===== config.mk =====
export PLATFORM = sky130hd
export DESIGN_NAME = tbd_led
export DESIGN_NICKNAME = d
export VERILOG_FILES = /design/src/hdl/tbd_pkg.sv /design/src/hdl/tbd_sync.sv /design/src/hdl/tbd_blink.sv /design/src/hdl/tbd_led.sv
export VERILOG_INCLUDE_DIRS = /design/src /design/src/hdl
export SDC_FILE = /design/constraint.sdc
export NUM_CORES = 1
export LEC_CHECK = 0
export BUFFER_PORTS_ARGS = -buffer_cell sky130_fd_sc_hd__buf_2
export CORE_MARGIN = 4
export CORE_UTILIZATION = 23
export DETAILED_ROUTE_END_ITERATION = 6
export SLEW_MARGIN = 5
export SYNTH_ARGS = -nofsm -noshare
export SYNTH_HDL_FRONTEND = slang
export SYNTH_SLANG_ARGS = --single-unit

===== constraint.sdc =====
create_clock -name i_core_clk -period 7.5 [get_ports i_core_clk]
set_clock_uncertainty 0.2 [all_clocks]
set_input_delay 0.375 -clock i_core_clk [delete_from_list [all_inputs] [get_ports i_core_clk]]
set_output_delay 0.375 -clock i_core_clk [all_outputs]
set_load 0.01 [all_outputs]

===== src/hdl/tbd_map.svh =====
`ifndef TBD_MAP_SVH
`define TBD_MAP_SVH
// timing of the blink code and of the two flashers, in microseconds as figures of our own choosing
`define TBD_CLK_MHZ 100
`define TBD_PULSE_ON_US 250000
`define TBD_PULSE_OFF_US 250000
`define TBD_GROUP_PAUSE_US 1000000
`define TBD_CODE_PAUSE_US 2000000
`define TBD_EMC_HALF_US 50000
`define TBD_ACT_HALF_US 50000
// derived cycle counts
`define TBD_PULSE_ON_CYC (`TBD_PULSE_ON_US * `TBD_CLK_MHZ)
`define TBD_PULSE_OFF_CYC (`TBD_PULSE_OFF_US * `TBD_CLK_MHZ)
`define TBD_GROUP_PAUSE_CYC (`TBD_GROUP_PAUSE_US * `TBD_CLK_MHZ)
`define TBD_CODE_PAUSE_CYC (`TBD_CODE_PAUSE_US * `TBD_CLK_MHZ)
`define TBD_EMC_HALF_CYC (`TBD_EMC_HALF_US * `TBD_CLK_MHZ)
`define TBD_ACT_HALF_CYC (`TBD_ACT_HALF_US * `TBD_CLK_MHZ)
// fault classes, as pulse counts
`define TBD_CLS_CMD 4'h3
`define TBD_CLS_DATA 4'h4
`define TBD_CLS_REG 4'h5
`define TBD_CLS_INIT 4'h6
`define TBD_CLS_LEN 4'h7
// fault codes at the input port
`define TBD_F_NONE 3'h0
`define TBD_F_CMD 3'h1
`define TBD_F_BREAK 3'h2
`define TBD_F_REG 3'h3
`define TBD_F_INIT 3'h4
`define TBD_F_INTERNAL 3'h5
`define TBD_F_LEN 3'h6
`define TBD_F_RESET 3'h7
`endif


===== src/hdl/tbd_pkg.sv =====
package tbd_pkg;
  typedef enum logic [2:0] {
    TBD_IDLE,
    TBD_CLS_ON,
    TBD_CLS_OFF,
    TBD_GAP,
    TBD_ARG_ON,
    TBD_ARG_OFF,
    TBD_TAIL
  } tbd_seq_t;
endpackage


===== src/hdl/tbd_sync.sv =====
`timescale 1ns/1ps
`default_nettype none
// three-stage synchroniser with agreement of stages two and three
module tbd_sync (
  input wire logic i_core_clk,
  input wire logic i_rstn,
  input wire logic i_d,
  output logic o_q
);
  typedef struct packed {
    logic [2:0] sh;
    logic q;
  } tbd_sync_st_t;
  tbd_sync_st_t s_r;
  tbd_sync_st_t s_nxt;
  // shift, take change once stages two and three agree
  always_comb begin
    s_nxt = s_r;
    s_nxt.sh = {s_r.sh[1:0], i_d};
    if (s_r.sh[1] == s_r.sh[2]) begin
      s_nxt.q = s_r.sh[2];
    end
  end
  always_ff @(posedge i_core_clk or negedge i_rstn) begin
    if (!i_rstn) begin
      s_r <= '0;
    end else begin
      s_r <= s_nxt;
    end
  end
  assign o_q = s_r.q;
endmodule
`default_nettype wire


===== src/hdl/tbd_blink.sv =====
`timescale 1ns/1ps
`default_nettype none
`include "tbd_map.svh"
// free-running square wave, held low while disabled
module tbd_blink #(
  parameter int unsigned HALF_CYC = 5000000
) (
  input wire logic i_core_clk,
  input wire logic i_rstn,
  input wire logic i_en,
  output logic o_wave
);
  typedef struct packed {
    logic [31:0] cnt;
    logic wave;
  } tbd_blink_st_t;
  tbd_blink_st_t s_r;
  tbd_blink_st_t s_nxt;
  // count half periods and toggle
  always_comb begin
    s_nxt = s_r;
    if (!i_en) begin
      s_nxt = '0;
    end else if (s_r.cnt >= 32'(HALF_CYC - 1)) begin
      s_nxt.cnt = '0;
      s_nxt.wave = ~s_r.wave;
    end else begin
      s_nxt.cnt = s_r.cnt + 32'h1;
    end
  end
  always_ff @(posedge i_core_clk or negedge i_rstn) begin
    if (!i_rstn) begin
      s_r <= '0;
    end else begin
      s_r <= s_nxt;
    end
  end
  assign o_wave = s_r.wave;
endmodule
`default_nettype wire


===== src/hdl/tbd_led.sv =====
`timescale 1ns/1ps
`default_nettype none
`include "tbd_map.svh"
// Functional notes
// the link/activity led flashes green while fieldbus traffic is active.
// the run led is steady green while the terminal bus cycles with no fault.
// the error led lights red on any fault and shows its identity as a blink code.
// an interference fault gives continuous flashing with no countable group.
// a command error gives three pulses with argument zero.
// a break right behind the coupler gives four pulses with argument zero.
// a break behind terminal n gives four pulses with argument n.
// a register communication failure with terminal n gives five pulses with argument n.
// init failure gives six pulses argument zero, internal data error six pulses argument one or eight.
// a process-data length mismatch gives seven pulses with argument zero.
// a failed bus reset gives seven pulses with a nonzero argument.
// a restart clears the fault state so only remaining faults are shown afterwards.
// the sequence is class group, pause, argument group, repeated while the fault stays.
// pulse and pause times come from parameterised dividers and all counters clear on reset.
module tbd_led #(
  parameter int unsigned PULSE_ON_CYC = `TBD_PULSE_ON_CYC,
  parameter int unsigned PULSE_OFF_CYC = `TBD_PULSE_OFF_CYC,
  parameter int unsigned GROUP_PAUSE_CYC = `TBD_GROUP_PAUSE_CYC,
  parameter int unsigned CODE_PAUSE_CYC = `TBD_CODE_PAUSE_CYC,
  parameter int unsigned EMC_HALF_CYC = `TBD_EMC_HALF_CYC,
  parameter int unsigned ACT_HALF_CYC = `TBD_ACT_HALF_CYC
) (
  input wire logic i_core_clk,
  input wire logic i_rstn,
  input wire logic i_fb_activity,
  input wire logic i_tb_running,
  input wire logic i_emc_fault,
  input wire logic [2:0] i_fault_code,
  input wire logic [7:0] i_fault_arg,
  input wire logic i_restart,
  output logic o_link_led,
  output logic o_run_led,
  output logic o_err_led
);
  ////////////////////////////////////////////////////////////////////////////
  // pin synchronisers
  logic act_s;
  logic emc_s;
  tbd_sync u_sync_act (
    .i_core_clk(i_core_clk),
    .i_rstn(i_rstn),
    .i_d(i_fb_activity),
    .o_q(act_s)
  );
  tbd_sync u_sync_emc (
    .i_core_clk(i_core_clk),
    .i_rstn(i_rstn),
    .i_d(i_emc_fault),
    .o_q(emc_s)
  );

  ////////////////////////////////////////////////////////////////////////////
  // flashers for activity and interference
  logic act_wave;
  logic emc_wave;
  tbd_blink #(.HALF_CYC(ACT_HALF_CYC)) u_blink_act (
    .i_core_clk(i_core_clk),
    .i_rstn(i_rstn),
    .i_en(act_s),
    .o_wave(act_wave)
  );
  tbd_blink #(.HALF_CYC(EMC_HALF_CYC)) u_blink_emc (
    .i_core_clk(i_core_clk),
    .i_rstn(i_rstn),
    .i_en(emc_s),
    .o_wave(emc_wave)
  );

  ////////////////////////////////////////////////////////////////////////////
  // fault decode into class and argument
  logic [3:0] cls;
  logic [7:0] arg;
  logic fault;
  always_comb begin
    cls = 4'h0;
    arg = 8'h00;
    case (i_fault_code)
      `TBD_F_CMD: begin
        cls = `TBD_CLS_CMD;
      end
      `TBD_F_BREAK: begin
        cls = `TBD_CLS_DATA;
        arg = i_fault_arg;
      end
      `TBD_F_REG: begin
        cls = `TBD_CLS_REG;
        arg = i_fault_arg;
      end
      `TBD_F_INIT: begin
        cls = `TBD_CLS_INIT;
      end
      `TBD_F_INTERNAL: begin
        cls = `TBD_CLS_INIT;
        arg = i_fault_arg[3] ? 8'h08 : 8'h01;
      end
      `TBD_F_LEN: begin
        cls = `TBD_CLS_LEN;
      end
      `TBD_F_RESET: begin
        cls = `TBD_CLS_LEN;
        arg = (i_fault_arg == 8'h00) ? 8'h01 : i_fault_arg;
      end
      default: begin
        cls = 4'h0;
      end
    endcase
    fault = (cls != 4'h0);
  end

  ////////////////////////////////////////////////////////////////////////////
  // blink code sequencer state
  typedef struct packed {
    tbd_pkg::tbd_seq_t st;
    logic [31:0] tmr;
    logic [7:0] left;
    logic [3:0] cls;
    logic [7:0] arg;
    logic led;
    logic link;
    logic run;
    logic err;
  } tbd_led_st_t;
  tbd_led_st_t s_r;
  tbd_led_st_t s_nxt;
  logic tmr_done;
  assign tmr_done = (s_r.tmr == 32'h0);

  // class group, pause, argument group, long pause, repeat
  always_comb begin
    s_nxt = s_r;
    if (!tmr_done) begin
      s_nxt.tmr = s_r.tmr - 32'h1;
    end
    if (i_restart || !fault) begin
      s_nxt.st = tbd_pkg::TBD_IDLE;
      s_nxt.tmr = '0;
      s_nxt.left = '0;
      s_nxt.led = 1'b0;
    end else begin
      case (s_r.st)
        tbd_pkg::TBD_IDLE: begin
          s_nxt.cls = cls;
          s_nxt.arg = arg;
          s_nxt.left = {4'h0, cls};
          s_nxt.st = tbd_pkg::TBD_CLS_ON;
          s_nxt.tmr = 32'(PULSE_ON_CYC - 1);
          s_nxt.led = 1'b1;
        end
        tbd_pkg::TBD_CLS_ON: begin
          if (tmr_done) begin
            s_nxt.led = 1'b0;
            s_nxt.left = s_r.left - 8'h1;
            if (s_r.left == 8'h1) begin
              s_nxt.st = tbd_pkg::TBD_GAP;
              s_nxt.tmr = 32'(GROUP_PAUSE_CYC - 1);
            end else begin
              s_nxt.st = tbd_pkg::TBD_CLS_OFF;
              s_nxt.tmr = 32'(PULSE_OFF_CYC - 1);
            end
          end
        end
        tbd_pkg::TBD_CLS_OFF: begin
          if (tmr_done) begin
            s_nxt.st = tbd_pkg::TBD_CLS_ON;
            s_nxt.tmr = 32'(PULSE_ON_CYC - 1);
            s_nxt.led = 1'b1;
          end
        end
        tbd_pkg::TBD_GAP: begin
          if (tmr_done) begin
            s_nxt.left = s_r.arg;
            if (s_r.arg == 8'h0) begin
              s_nxt.st = tbd_pkg::TBD_TAIL; // argument zero shows no pulse
              s_nxt.tmr = 32'(CODE_PAUSE_CYC - 1);
            end else begin
              s_nxt.st = tbd_pkg::TBD_ARG_ON;
              s_nxt.tmr = 32'(PULSE_ON_CYC - 1);
              s_nxt.led = 1'b1;
            end
          end
        end
        tbd_pkg::TBD_ARG_ON: begin
          if (tmr_done) begin
            s_nxt.led = 1'b0;
            s_nxt.left = s_r.left - 8'h1;
            if (s_r.left == 8'h1) begin
              s_nxt.st = tbd_pkg::TBD_TAIL;
              s_nxt.tmr = 32'(CODE_PAUSE_CYC - 1);
            end else begin
              s_nxt.st = tbd_pkg::TBD_ARG_OFF;
              s_nxt.tmr = 32'(PULSE_OFF_CYC - 1);
            end
          end
        end
        tbd_pkg::TBD_ARG_OFF: begin
          if (tmr_done) begin
            s_nxt.st = tbd_pkg::TBD_ARG_ON;
            s_nxt.tmr = 32'(PULSE_ON_CYC - 1);
            s_nxt.led = 1'b1;
          end
        end
        tbd_pkg::TBD_TAIL: begin
          if (tmr_done) begin
            s_nxt.st = tbd_pkg::TBD_IDLE;
          end
        end
        default: begin
          s_nxt.st = tbd_pkg::TBD_IDLE;
        end
      endcase
    end
    // led drivers, one cycle behind their sources
    s_nxt.link = act_wave;
    s_nxt.run = i_tb_running && !fault && !emc_s;
    s_nxt.err = emc_s ? emc_wave : s_r.led;
  end

  // state register, cleared on reset
  always_ff @(posedge i_core_clk or negedge i_rstn) begin
    if (!i_rstn) begin
      s_r <= '0;
    end else begin
      s_r <= s_nxt;
    end
  end

  ////////////////////////////////////////////////////////////////////////////
  // led outputs straight from the state register
  assign o_link_led = s_r.link;
  assign o_run_led = s_r.run;
  assign o_err_led = s_r.err;
endmodule
`default_nettype wire


# After elaboration in Yosys (flattened, before gate mapping)
# Index checks and enable logic that the tools add are counted.
[op_classes]
n_addsub = 4
multipliers = 0
div = 0
magnitude_cmp = 2
eq_ne = 27
shifts = 0
muxes = 31
bitwise = 3
reduce_logical = 21
[ops]
columns = ["op", "n"]
rows = [
  ["32-bit case mux with 6 select lines", 1],
  ["43-bit 2-to-1 mux", 4],
  ["33-bit 2-to-1 mux", 3],
  ["32-bit 2-to-1 mux", 3],
  ["35-bit 2-to-1 mux", 2],
  ["34-bit 2-to-1 mux", 2],
  ["32-bit by 1-bit adder with 32-bit output (second input constant)", 2],
  ["32-bit by 23-bit greater-or-equal comparator with 1-bit output (second input constant)", 2],
  ["32-bit logical NOT", 1],
  ["8-bit case mux with 4 select lines", 1],
  ["32-bit by 1-bit subtractor with 32-bit output (second input constant)", 1],
  ["8-bit case mux with 3 select lines", 1],
  ["3-bit == test (second input constant)", 7],
  ["3-bit != test (second input constant)", 7],
  ["3-bit case mux with 7 select lines", 1],
  ["8-bit logical NOT", 2],
  ["3-bit case mux with 5 select lines", 1],
  ["3-bit by 2-bit == test with 1-bit output (second input constant)", 4],
  ["5-bit nonzero test", 2],
  ["2-bit OR reduction", 5],
  ["8-bit by 1-bit == test with 1-bit output (second input constant)", 1],
  ["1-bit 2-to-1 mux", 8],
  ["8-bit 2-to-1 mux", 1],
  ["8-bit by 1-bit subtractor with 8-bit output (second input constant)", 1],
  ["other kinds (17)", 25],
]
[totals]
reg_bits = 129
latch_bits = 0
ramBits = 0
rom_bits = 0
in_bits = 17
out_inout_bits = 3
word_cells = 104
mem_count = 0

# Longest topological paths before layout
# Gate-level depths: netlist (run 1).
[depth]
ltp_word = 8
ltp_mapped = 10

# Modules after synthesis
# A second synthesis (run 1) with hierarchy kept.
[unflattened]
cells_unflattened = 667
area_unflattened_um2 = 6502.5
[by_module_without_submodules]
columns = ["module", "instances", "cells_per_inst", "area_each_um2", "seq_area_each_um2"]
rows = [
  ["tbd_led", 1, 381, 3299.4, 1376.3],
  ["tbd_blink (u_blink_emc)", 1, 141, 1491.4, 825.8],
  ["tbd_blink (u_blink_act)", 1, 135, 1488.9, 825.8],
  ["tbd_sync", 2, 5, 111.4, 100.1],
]

# Worst setup path before layout (run 1)
# OpenSTA, ideal clock, no wires.
[synth_path]
path_kind = "flip-flop to flip-flop"
startpoint = "register s_r[28] (netlist name)"
endpoint = "register s_r[24] (netlist name)"
t_arrival_ns = 2.461
setup_slack_ns = 4.707
path_stages_with_launch = 11
n_path_buf = 2
period_less_slack_ns = 2.793
path_cell_list = "dfrtp_1 or4_1 buf_2 nor4_4 nand3_1 clkbuf_1 ha_1 nand3_1 o21ai_0 a21oi_1 nor2_1"
[synth_rtl]
columns = ["item", "line", "source"]
rows = [
  ["start: declaration", "tbd_led.sv:127", "tbd_led_st_t s_r;"],
  ["start signal: assignment", "tbd_led.sv:227", "s_r <= s_nxt;"],
]

==> results of run 1 <==
## metal layers
layer	GRT usage [%]	vias up	share of wire, %
li1	-	2544	-
met1	13.4	2546	49
met2	14.9	91	46
met3	2.26	15	3.5
met4	3.58	0	1.2
met5	0	-	0
## worst max-delay path by stage
stage	end	depth (start not counted)
final	s_r[24]	9
after CTS	s_r[24]	9
after global placement	s_r[24]	9
after floorplan	s_r[24]	10
after global routing	s_r[24]	9
after detailed placement	s_r[24]	9
## through the flow
stage	hold slack (ns)	worst slack, ns	power [mW]	util (%)
4_1_cts	0.00368	4.19	1.82	28.0
2_1_floorplan	-0.121	4.71	0.859	-
3_3_place_gp	0.135	4.27	0.911	25.5
6_report	0.0188	4.14	1.80	28.0
3_5_place_dp	0.137	4.19	0.913	25.5
5_1_grt	0.0208	3.89	1.87	28.0
## timing repair
| action | CTS | global route |
|---|---|---|
| hold buffers | 7 | 0 |
| hold endpoints to repair | 86 | 0 |
| buffers inserted | 0 | 0 |
## layout by cell type (no fill, tap or decap), types with 5 or more instances in the layout
master / netlist / layout
a21oi_1: 27 / 27
dlygate4sd3_1: 0 / 7
a22oi_1: 5 / 5
clkbuf_16: 0 / 17
nand4_1: 20 / 20
clkbuf_8: 0 / 5
nand3_1: 28 / 28
a31oi_1: 13 / 13
o211ai_1: 7 / 7
nand2_1: 43 / 43
o31ai_1: 7 / 7
dfrtp_1: 129 / 129
ha_1: 6 / 6
xnor2_1: 30 / 30
conb_1: 1 / 18
nor4_1: 21 / 20
and3_1: 11 / 11
a211oi_1: 25 / 25
nor2_1: 57 / 56
o21ai_1: 12 / 12
nor3_1: 29 / 28
xor2_1: 37 / 37
buf_4: 0 / 8
or3_1: 8 / 8
buf_2: 5 / 18
inv_1: 19 / 19
o21ai_0: 24 / 24
nor2b_1: 5 / 5
or4_1: 11 / 11
## registers in the layout, summed over array words and instances (netlist names)
| name | count |
|---|---|
| u_sync_emc.s_r | 1 |
| s_r | 52 |
| u_blink_act.s_r | 32 |
| u_sync_emc.s_nxt | 2 |
| o_err_led | 1 |
| u_blink_emc.s_r | 32 |
| u_sync_act.s_r | 1 |
| u_sync_emc.o_q | 1 |
| u_sync_act.o_q | 1 |
| u_blink_act.o_wave | 1 |
| u_sync_act.s_nxt | 2 |
| o_run_led | 1 |
| u_blink_emc.o_wave | 1 |
| o_link_led | 1 |
## worst max-delay path, stage by stage, from the launching register on
cell     delay (ns)
dfrtp_1        0.42
or4_1          0.72
nor4_4         0.33
buf_4          0.26
nand3_1        0.47
ha_1           0.48
nand3_1        0.06
o21ai_0        0.08
a21oi_1        0.13
nor2_1         0.05
## Yosys cell counts, types with 3 or more instances
library cell  count  area (µm²)
nor4_1           21         131
nand3_1          28         140
xor2_1           37         324
a32oi_1           3        26.3
dfrtp_1         129        3230
nand4_1          20         125
nor2b_1           5        31.3
and4_1            4        35.0
o21ai_0          24         120
ha_1              6        75.1
and2_1            4        25.0
o22a_1            3        26.3
o31ai_1           7        52.6
o21ai_1          12        60.1
and3_1           11        68.8
or4_1            11        82.6
o22ai_1           4        25.0
or3_1             8        50.1
buf_2             5        25.0
inv_1            19        71.3
o2111ai_1         3        26.3
buf_6             4        45.0
a22oi_1           5        37.5
nor2_1           57         214
clkbuf_1         26        97.6
a21oi_1          27         135
nand2b_1          4        25.0
mux2_2            3        33.8
nand2_1          43         161
o211ai_1          7        52.6
a211oi_1         25         188
nor3_1           29         145
a31oi_1          13        81.3
xnor2_1          30         263
## logic make-up after synthesis
logic type / Yosys count
AO/OA/AOI/OAI: 149
XOR/XNOR: 67
adder cells (fa/ha/maj): 8
buffers and inverters: 57
flip-flops: 129
multiplexers: 4
other: 1
AND/OR/NAND/NOR: 265
## power groups by stage
stage	Sequential (mW)	Combinational, mW	Clock (mW)
floorplan	0.752	0.108	0
global placement	0.759	0.152	0
detailed placement	0.760	0.153	0
CTS	0.748	0.157	0.914
global route	0.751	0.176	0.945
finish	0.748	0.156	0.893
## area by class of cell
class	count	area, µm²
flip-flops and latches	129	3230
multi-input cells	511	3220
well taps	378	473
clock inverters	9	153
clock buffers	22	494
fillers	3020	20200
inverters	20	75.1
repair buffers	34	231
==> flow_metrics.py, run 1 <==
metrics = {
    "drt": {
        "drcViolationCount": 0,
        "drt_pass1_iterations": 5,
        "via_per_inst": 4.71,
        "wire_per_inst_um": 13.2,
        "vias": 5196,
        "first_iter_violations": 305,
        "final_antenna_net_count": 0,
        "routed_wl_mm": 14.5,
    },
    "final_layout": {
        "fin_nets": 736,
        "instances_no_fill": 1103,
        "area_growth_syn_to_layout_pct": 18.9,
        "antenna_cells": 0,
        "layout-drive-gt1-share_pct": 10.6,
        "fin_area_um2": 7870,
    },
    "synthesis": {
        "synth-edff-count": 0,
        "netlist_instances": 680,
        "ys_warn_count": 0,
        "netlist_area_um2": 6620,
        "synthArstFlopShare_pct": 100,
        "synth_compound_area_share_pct": 14.8,
        "synthAdderAreaFrac_pct": 1.44,
        "synth-seq-cells": 129,
        "syn_avg_cell_area_um2": 9.73,
        "synth_xor_area_share_pct": 8.87,
        "synth-simple-area-share_pct": 21.7,
        "synth-seq-area-share_pct": 48.8,
        "synth_top_family_by_area": "simple AND/OR/NAND/NOR gates",
        "synth_flop_cell": "dfrtp_1",
        "ys_types": 66,
        "synth_mux_area_share_pct": 0.662,
    },
    "clocking": {
        "clk_latency_ns": 0.42,
        "clockBufferDepth": 2,
        "cts_root_buffer": "clkbuf_16",
        "cts_made_buffers": 17,
        "cts_num_sinks": 129,
        "clk_pin_slew_worst_paths_ns": 0.06,
        "cts_htree_levels": 4,
        "cts_tree": "done",
        "cts_resized": 0,
    },
    "placed_design": {
        "port_buffers": 19,
        "hpwl_mm": 9.38,
        "place_area_um2": 7150,
        "dp.cells": 1065,
        "gp_congestion": 0.799,
    },
    "sta": {
        "fin_tns_setup_ns": 0,
        "tightest_slew_ns": 0.962,
        "final-hold-violation-count": 0,
        "setup_viol": 0,
        "slew_violations": 0,
        "post-route-period-util_pct": 44.7,
        "max_freq_mhz": 298,
        "slew_headroom_pct": 35.8,
        "fin_crit_ns": 3.36,
        "rsz0062_at_grt": "no",
    },
    "global_routing": {
        "grt_pass1_wl_mm": 25.2,
        "grt.total_usage_pct": 9.70,
        "grt_start_max_net_pins": 82,
        "antenna_found_initial": 0,
        "grt_overflow_total": 0,
        "grt_pass1_vias": 5122,
    },
    "pwr": {
        "p_leak_nw": 3.11,
        "power.density_nw_per_um2": 228,
        "seq_power_share_pct": 41.6,
        "switching_share_pct": 23.3,
        "p_int_mw": 1.38,
        "clkPwrFrac_pct": 49.7,
        "power.switching_mw": 0.419,
        "vdd_drop_max_v": 0.000148,
        "combPwrFrac_pct": 8.7,
    },
    "min_path": {
        "min_path_cells": 3,
        "holdPathEnd": "s_r[6]",
        "worstHoldPathType": "in2reg",
        "hold_path.startpoint": "i_fault_arg[2]",
    },
    "worst_setup_path": {
        "required_ns": 7.59,
        "r2r-start": "s_r[28]",
        "r2r_slack_ns": 4.14,
        "r2r_cells": 9,
        "worstSetupPathType": "reg2reg",
        "cp-end-kind": "register",
        "r2r-end": "s_r[24]",
        "worstPathArrival_ns": 3.44,
        "startpoint_type": "register",
        "crit_fanout": 17,
        "crit_start": "s_r[28]",
    },
    "die": {
        "core_um2": 28100,
        "dieArea_um2": 31500,
        "num_rows": 61,
        "die_w_um": 178,
        "io_pins": 20,
        "die_y_um": 178,
        "start_util_pct": 23.6,
    },
    "run_status": {
        "status": "completed",
    },
    "job": {
        "maxCapViolations": 0,
    },
}
Note: power is estimated with default switching activity, not from simulation.
==> run 2: changes to the inputs <==
Clock period 7.5 ns to 3 ns, I/O delays scaled along.
==> run 2 against run 1 <==
Compared with the run above: non-clock buffer count is 29 higher; design area is 1.8% higher; utilization is 0.51 points higher; die area stayed put; sequential cell count stayed put; critical path depth is 3 lower; worst setup slack worse by 4.0 ns; first-iteration DRC count is 44% higher; total power is 130% higher; largest power group unchanged; count of clock-buffer cells in the layout is 4 lower; register-to-register slack worse by 4.0 ns.
==> flow_metrics.py, run 2 (synthesis gave the netlist of run 1 again) <==
metrics = {
    "drt": {
        "first_iter_violations": 439,
        "routed_wl_mm": 14.7,
        "wire_per_inst_um": 13.0,
        "drt_pass1_iterations": 6,
        "final_antenna_net_count": 0,
        "drcViolationCount": 0,
        "via_per_inst": 4.66,
        "vias": 5277,
    },
    "die": {
        "io_pins": 20,
        "die_y_um": 178,
        "dieArea_um2": 31500,
        "num_rows": 61,
        "start_util_pct": 23.6,
        "die_w_um": 178,
        "core_um2": 28100,
    },
    "pwr": {
        "vdd_drop_max_v": 0.000347,
        "combPwrFrac_pct": 10.1,
        "clkPwrFrac_pct": 45.6,
        "p_int_mw": 3.13,
        "power.switching_mw": 1.08,
        "power.density_nw_per_um2": 526,
        "p_leak_nw": 3.20,
        "seq_power_share_pct": 44.3,
        "switching_share_pct": 25.7,
    },
    "sta": {
        "slew_violations": 0,
        "fin_crit_ns": 2.85,
        "post-route-period-util_pct": 94.9,
        "setup_viol": 0,
        "final-hold-violation-count": 0,
        "tightest_slew_ns": 0.805,
        "fin_tns_setup_ns": 0,
        "max_freq_mhz": 351,
        "rsz0062_at_grt": "no",
        "slew_headroom_pct": 45.8,
    },
    "clocking": {
        "cts_htree_levels": 4,
        "cts_tree": "done",
        "cts_num_sinks": 129,
        "post_cts_buffers": 0,
        "clk_latency_ns": 0.41,
        "clockBufferDepth": 2,
        "cts_root_buffer": "clkbuf_16",
        "clk_pin_slew_worst_paths_ns": 0.06,
        "cts_made_buffers": 17,
    },
    "min_path": {
        "worstHoldPathType": "in2reg",
    },
    "run_status": {
        "status": "completed",
    },
    "global_routing": {
        "grt_overflow_total": 0,
        "antenna_found_initial": 0,
        "grt_pass1_wl_mm": 25.2,
        "grt.total_usage_pct": 9.70,
        "grt_pass1_vias": 5143,
        "grt_start_max_net_pins": 83,
    },
    "placed_design": {
        "place_area_um2": 7320,
        "dp.cells": 1088,
        "port_buffers": 19,
        "hpwl_mm": 9.82,
        "gp_congestion": 0.806,
    },
    "final_layout": {
        "area_growth_syn_to_layout_pct": 21.1,
        "instances_no_fill": 1132,
        "final_cell_mix": "129 x dfrtp_1, 57 x nor2_1, 43 x nand2_1, 37 x xor2_1, 31 x buf_4",
        "fin_nets": 765,
        "top_regs": "s_r: 52 flops, u_blink_act.s_r: 32 flops, u_blink_emc.s_r: 32 flops",
        "layout-drive-gt1-share_pct": 13.3,
        "regArea_um2": 3230,
        "antenna_cells": 0,
        "final_common_cell": "dfrtp_1",
        "largest_register_ffs": 52,
        "postLayoutCoreUtil_pct": 28.5,
        "fin_area_um2": 8010,
        "fillCellCount": 3028,
        "regMostFlops": "s_r",
        "multi_input_area_um2": 3220,
    },
    "worst_setup_path": {
        "crit_fanout": 22,
        "required_ns": 3.10,
        "crit_path_max_incr_delay_ns": 0.65,
        "cp-end-kind": "register",
        "crit_chain": "or4_1, or4_4, nor3_1, nor3_2, buf_4, and3_1",
        "worstSetupPathType": "reg2reg",
        "slowest_stage": "or4_1",
        "worstPathArrival_ns": 2.95,
        "startpoint_type": "register",
    },
    "job": {
        "maxCapViolations": 0,
    },
}
## run 2: cell count changes in the layout (fill, tap and decap cells not counted), sizes merged
cell / previous run / this run
buf: 27 / 50
clkinvlp: 3 / 4
clkinv: 3 / 8
clkbuf: 22 / 18
inv: 19 / 20
bufinv: 4 / 1
dlygate4sd3: 7 / 13
## run 2: final cells by class
cell class | instances | share of cell area (%)
multi-input cells | 511 | 40.2
inverters | 20 | 0.937
repair buffers | 63 | 5.79
well taps | 378 | 5.90
clock buffers | 18 | 5.48
clock inverters | 13 | 1.44
flip-flops and latches | 129 | 40.3
## run 2: power by group through the flow
stage / combinational (mW) / sequential [mW] / clock (mW)
2_1_floorplan: 0.269 / 1.88 / 0
3_3_place_gp: 0.411 / 1.90 / 0
3_5_place_dp: 0.411 / 1.90 / 0
4_1_cts: 0.426 / 1.87 / 1.97
5_1_grt: 0.478 / 1.88 / 2.05
6_report: 0.427 / 1.87 / 1.92
## run 2: path summary, 6_finish.rpt
path / start / to / slack, ns / cells past startpoint
min in group asynchronous: i_rstn / u_blink_emc.s_r[1] / 0.13 / 2
max in group asynchronous: i_rstn / s_r[11] / 1.63 / 3
worst min register to register: u_sync_act.s_nxt[2] / u_sync_act.s_nxt[3] / 0.15 / 0
worst min-delay path: i_fault_code[0] / s_r[4] / 0.03 / 5
worst max-delay path: s_r[39] / s_r[52] / 0.15 / 6
worst max register to register: s_r[39] / s_r[52] / 0.15 / 6
## run 2: through the flow
step / setup slack [ns] / hold slack [ns] / power, mW
after global routing: 0.0375 / 0.0327 / 4.41
final: 0.154 / 0.0259 / 4.21
after CTS: 0.147 / 0.00482 / 4.27
after floorplan: 0.207 / -0.346 / 2.15
after detailed placement: 0.178 / 0.0515 / 2.31
after global placement: 0.195 / 0.0507 / 2.31
## run 2: critical path: cells and delay by family (launching register included)
| family | cells | cell delay (ns) |
|---|---|---|
| AND/OR/NAND/NOR | 5 | 1.87 |
| flip-flops | 1 | 0.43 |
| buffers and inverters | 1 | 0.23 |
## run 2: per-layer routing
| layer | part of all wire, % | GRT usage, % | vias up |
|---|---|---|---|
| li1 | - | - | 2601 |
| met1 | 49 | 13.7 | 2533 |
| met2 | 46 | 14.7 | 121 |
| met3 | 3.9 | 2.00 | 22 |
| met4 | 1.6 | 3.61 | 0 |
| met5 | 0 | 0 | - |
## run 2: repair_timing
action,in CTS,in global routing
hold endpoints to repair,91,0
resized for setup,0,1
setup endpoints to repair,0,1
hold buffers,13,0
==> run 3: changes to the inputs <==
Settings changed: CORE_ASPECT_RATIO set to 1.75.
==> run 3 against run 2 <==
Compared with the run above: maximum frequency increased by 1.0%; hold slack improved by 0.022 ns; count of clock-buffer cells in the layout is 1 higher; die area increased by 0.34%; critical path type unchanged.
==> flow_metrics.py, run 3 (synthesis gave the netlist of run 1 again) <==
metrics = {
    "run_status": {
        "status": "completed",
    },
    "drt": {
        "drcViolationCount": 0,
        "vias": 5422,
        "final_antenna_net_count": 0,
        "via_per_inst": 4.78,
        "wire_per_inst_um": 14.1,
        "routed_wl_mm": 16.0,
        "drt_pass1_iterations": 5,
        "first_iter_violations": 339,
    },
    "global_routing": {
        "grt_pass1_vias": 5674,
        "grt.total_usage_pct": 10.7,
        "grt_start_max_net_pins": 59,
        "grt_overflow_total": 0,
        "grt_pass1_wl_mm": 27.3,
        "antenna_found_initial": 0,
    },
    "die": {
        "die_w_um": 136,
        "num_rows": 81,
        "io_pins": 20,
        "dieArea_um2": 31700,
        "die_y_um": 232,
        "core_um2": 28200,
        "start_util_pct": 23.5,
    },
    "min_path": {
        "min_path_cells": 5,
        "worstHoldPathType": "in2reg",
    },
    "pwr": {
        "vdd_drop_max_v": 0.000455,
        "p_leak_nw": 3.24,
        "power.density_nw_per_um2": 528,
    },
    "job": {
        "maxCapViolations": 0,
    },
    "sta": {
        "fin_crit_ns": 2.82,
        "fin_tns_setup_ns": 0,
        "post-route-period-util_pct": 93.9,
        "slew_violations": 0,
        "hold_ws_ns": 0.0483,
        "final-hold-violation-count": 0,
        "max_freq_mhz": 355,
        "setup_viol": 0,
        "slew_headroom_pct": 47.1,
        "tightest_slew_ns": 0.773,
        "rsz0062_at_grt": "no",
    },
    "final_layout": {
        "regMostFlops": "s_r",
        "fin_nets": 772,
        "top_regs": "s_r: 52 flops, u_blink_act.s_r: 32 flops, u_blink_emc.s_r: 32 flops",
        "antenna_cells": 0,
        "largest_register_ffs": 52,
        "final_common_cell": "dfrtp_1",
        "area_growth_syn_to_layout_pct": 22.1,
        "fillCellCount": 2998,
        "layout-drive-gt1-share_pct": 13.6,
        "final_cell_mix": "129 x dfrtp_1, 57 x nor2_1, 43 x nand2_1, 37 x xor2_1, 35 x buf_4",
    },
    "worst_setup_path": {
        "r2r_slack_ns": 0.18,
        "startpoint_type": "register",
        "worstPathArrival_ns": 2.91,
        "cp-end-kind": "register",
        "worstSetupPathType": "reg2reg",
        "required_ns": 3.09,
        "crit_fanout": 16,
        "r2r_cells": 6,
    },
    "clocking": {
        "clockBufferDepth": 2,
        "post_cts_buffers": 0,
        "cts_num_sinks": 129,
        "clk_latency_ns": 0.42,
        "cts_htree_levels": 4,
        "cts_tree": "done",
        "clk_pin_slew_worst_paths_ns": 0.06,
        "cts_made_buffers": 17,
        "cts_root_buffer": "clkbuf_16",
    },
    "placed_design": {
        "gp_congestion": 0.838,
        "hpwl_mm": 11.2,
        "port_buffers": 19,
    },
}
[run 3: what timing repair did]
| action | 4_1_cts | 5_1_grt |
|---|---|---|
| resized for setup | 0 | 1 |
| hold buffers | 16 | 0 |
| endpoints found under the setup margin | 0 | 2 |
| hold endpoints to repair | 69 | 0 |
[run 3: per-stage QoR]
step	power (mW)	utilization, %	cells	worst slack, ns	area, µm²
6_report	4.27	28.7	1135	0.183	8080
5_1_grt	4.46	28.7	1135	0.0778	8080
4_1_cts	4.31	28.7	1135	0.177	8070
3_5_place_dp	2.32	26.1	1087	0.197	7350
3_3_place_gp	2.32	26.1	1087	0.201	7350
2_1_floorplan	2.15	-	697	0.207	6680
[run 3: layer usage]
| metal | GRT usage [%] | up-vias | share of wire, % |
|---|---|---|---|
| met5 | 0 | - | 0 |
| met4 | 5.11 | 0 | 2.8 |
| met3 | 2.08 | 31 | 3.0 |
| met2 | 20.0 | 123 | 55 |
| met1 | 11.3 | 2649 | 39 |
| li1 | - | 2619 | - |
[run 3: worst paths after layout]
path,startpoint,endpoint
hold reg to reg,u_sync_emc.s_nxt[2],u_sync_emc.s_nxt[3]
setup / recovery,s_r[44],s_r[41]
setup reg to reg,s_r[44],s_r[41]
max in group asynchronous,i_rstn,s_r[6]
min in group asynchronous,i_rstn,s_r[34]
hold / removal,i_fault_code[0],s_r[8]
[run 3: critical path: stages, from the launching register on]
cell and delay, ns:
dfrtp_1 0.43, or4_1 0.67, or4_4 0.63, buf_4 0.24
o2111ai_1 0.22, xor2_1 0.18, o21ai_0 0.11
[run 3: layout make-up]
class | count | area (µm²) | share of cell area, %
clock buffers | 19 | 453 | 5.60
clock inverters | 13 | 113 | 1.39
inverters | 20 | 75.1 | 0.929
multi-input cells | 511 | 3220 | 39.9
flip-flops and latches | 129 | 3230 | 39.9
well taps | 373 | 467 | 5.77
repair buffers | 70 | 524 | 6.49
[run 3: power breakdown]
part	internal (mW)	leakage (nW)	switching [mW]
clock	1.18	0.275	0.775
sequential	1.81	1.70	0.0604
combinational	0.179	1.26	0.265
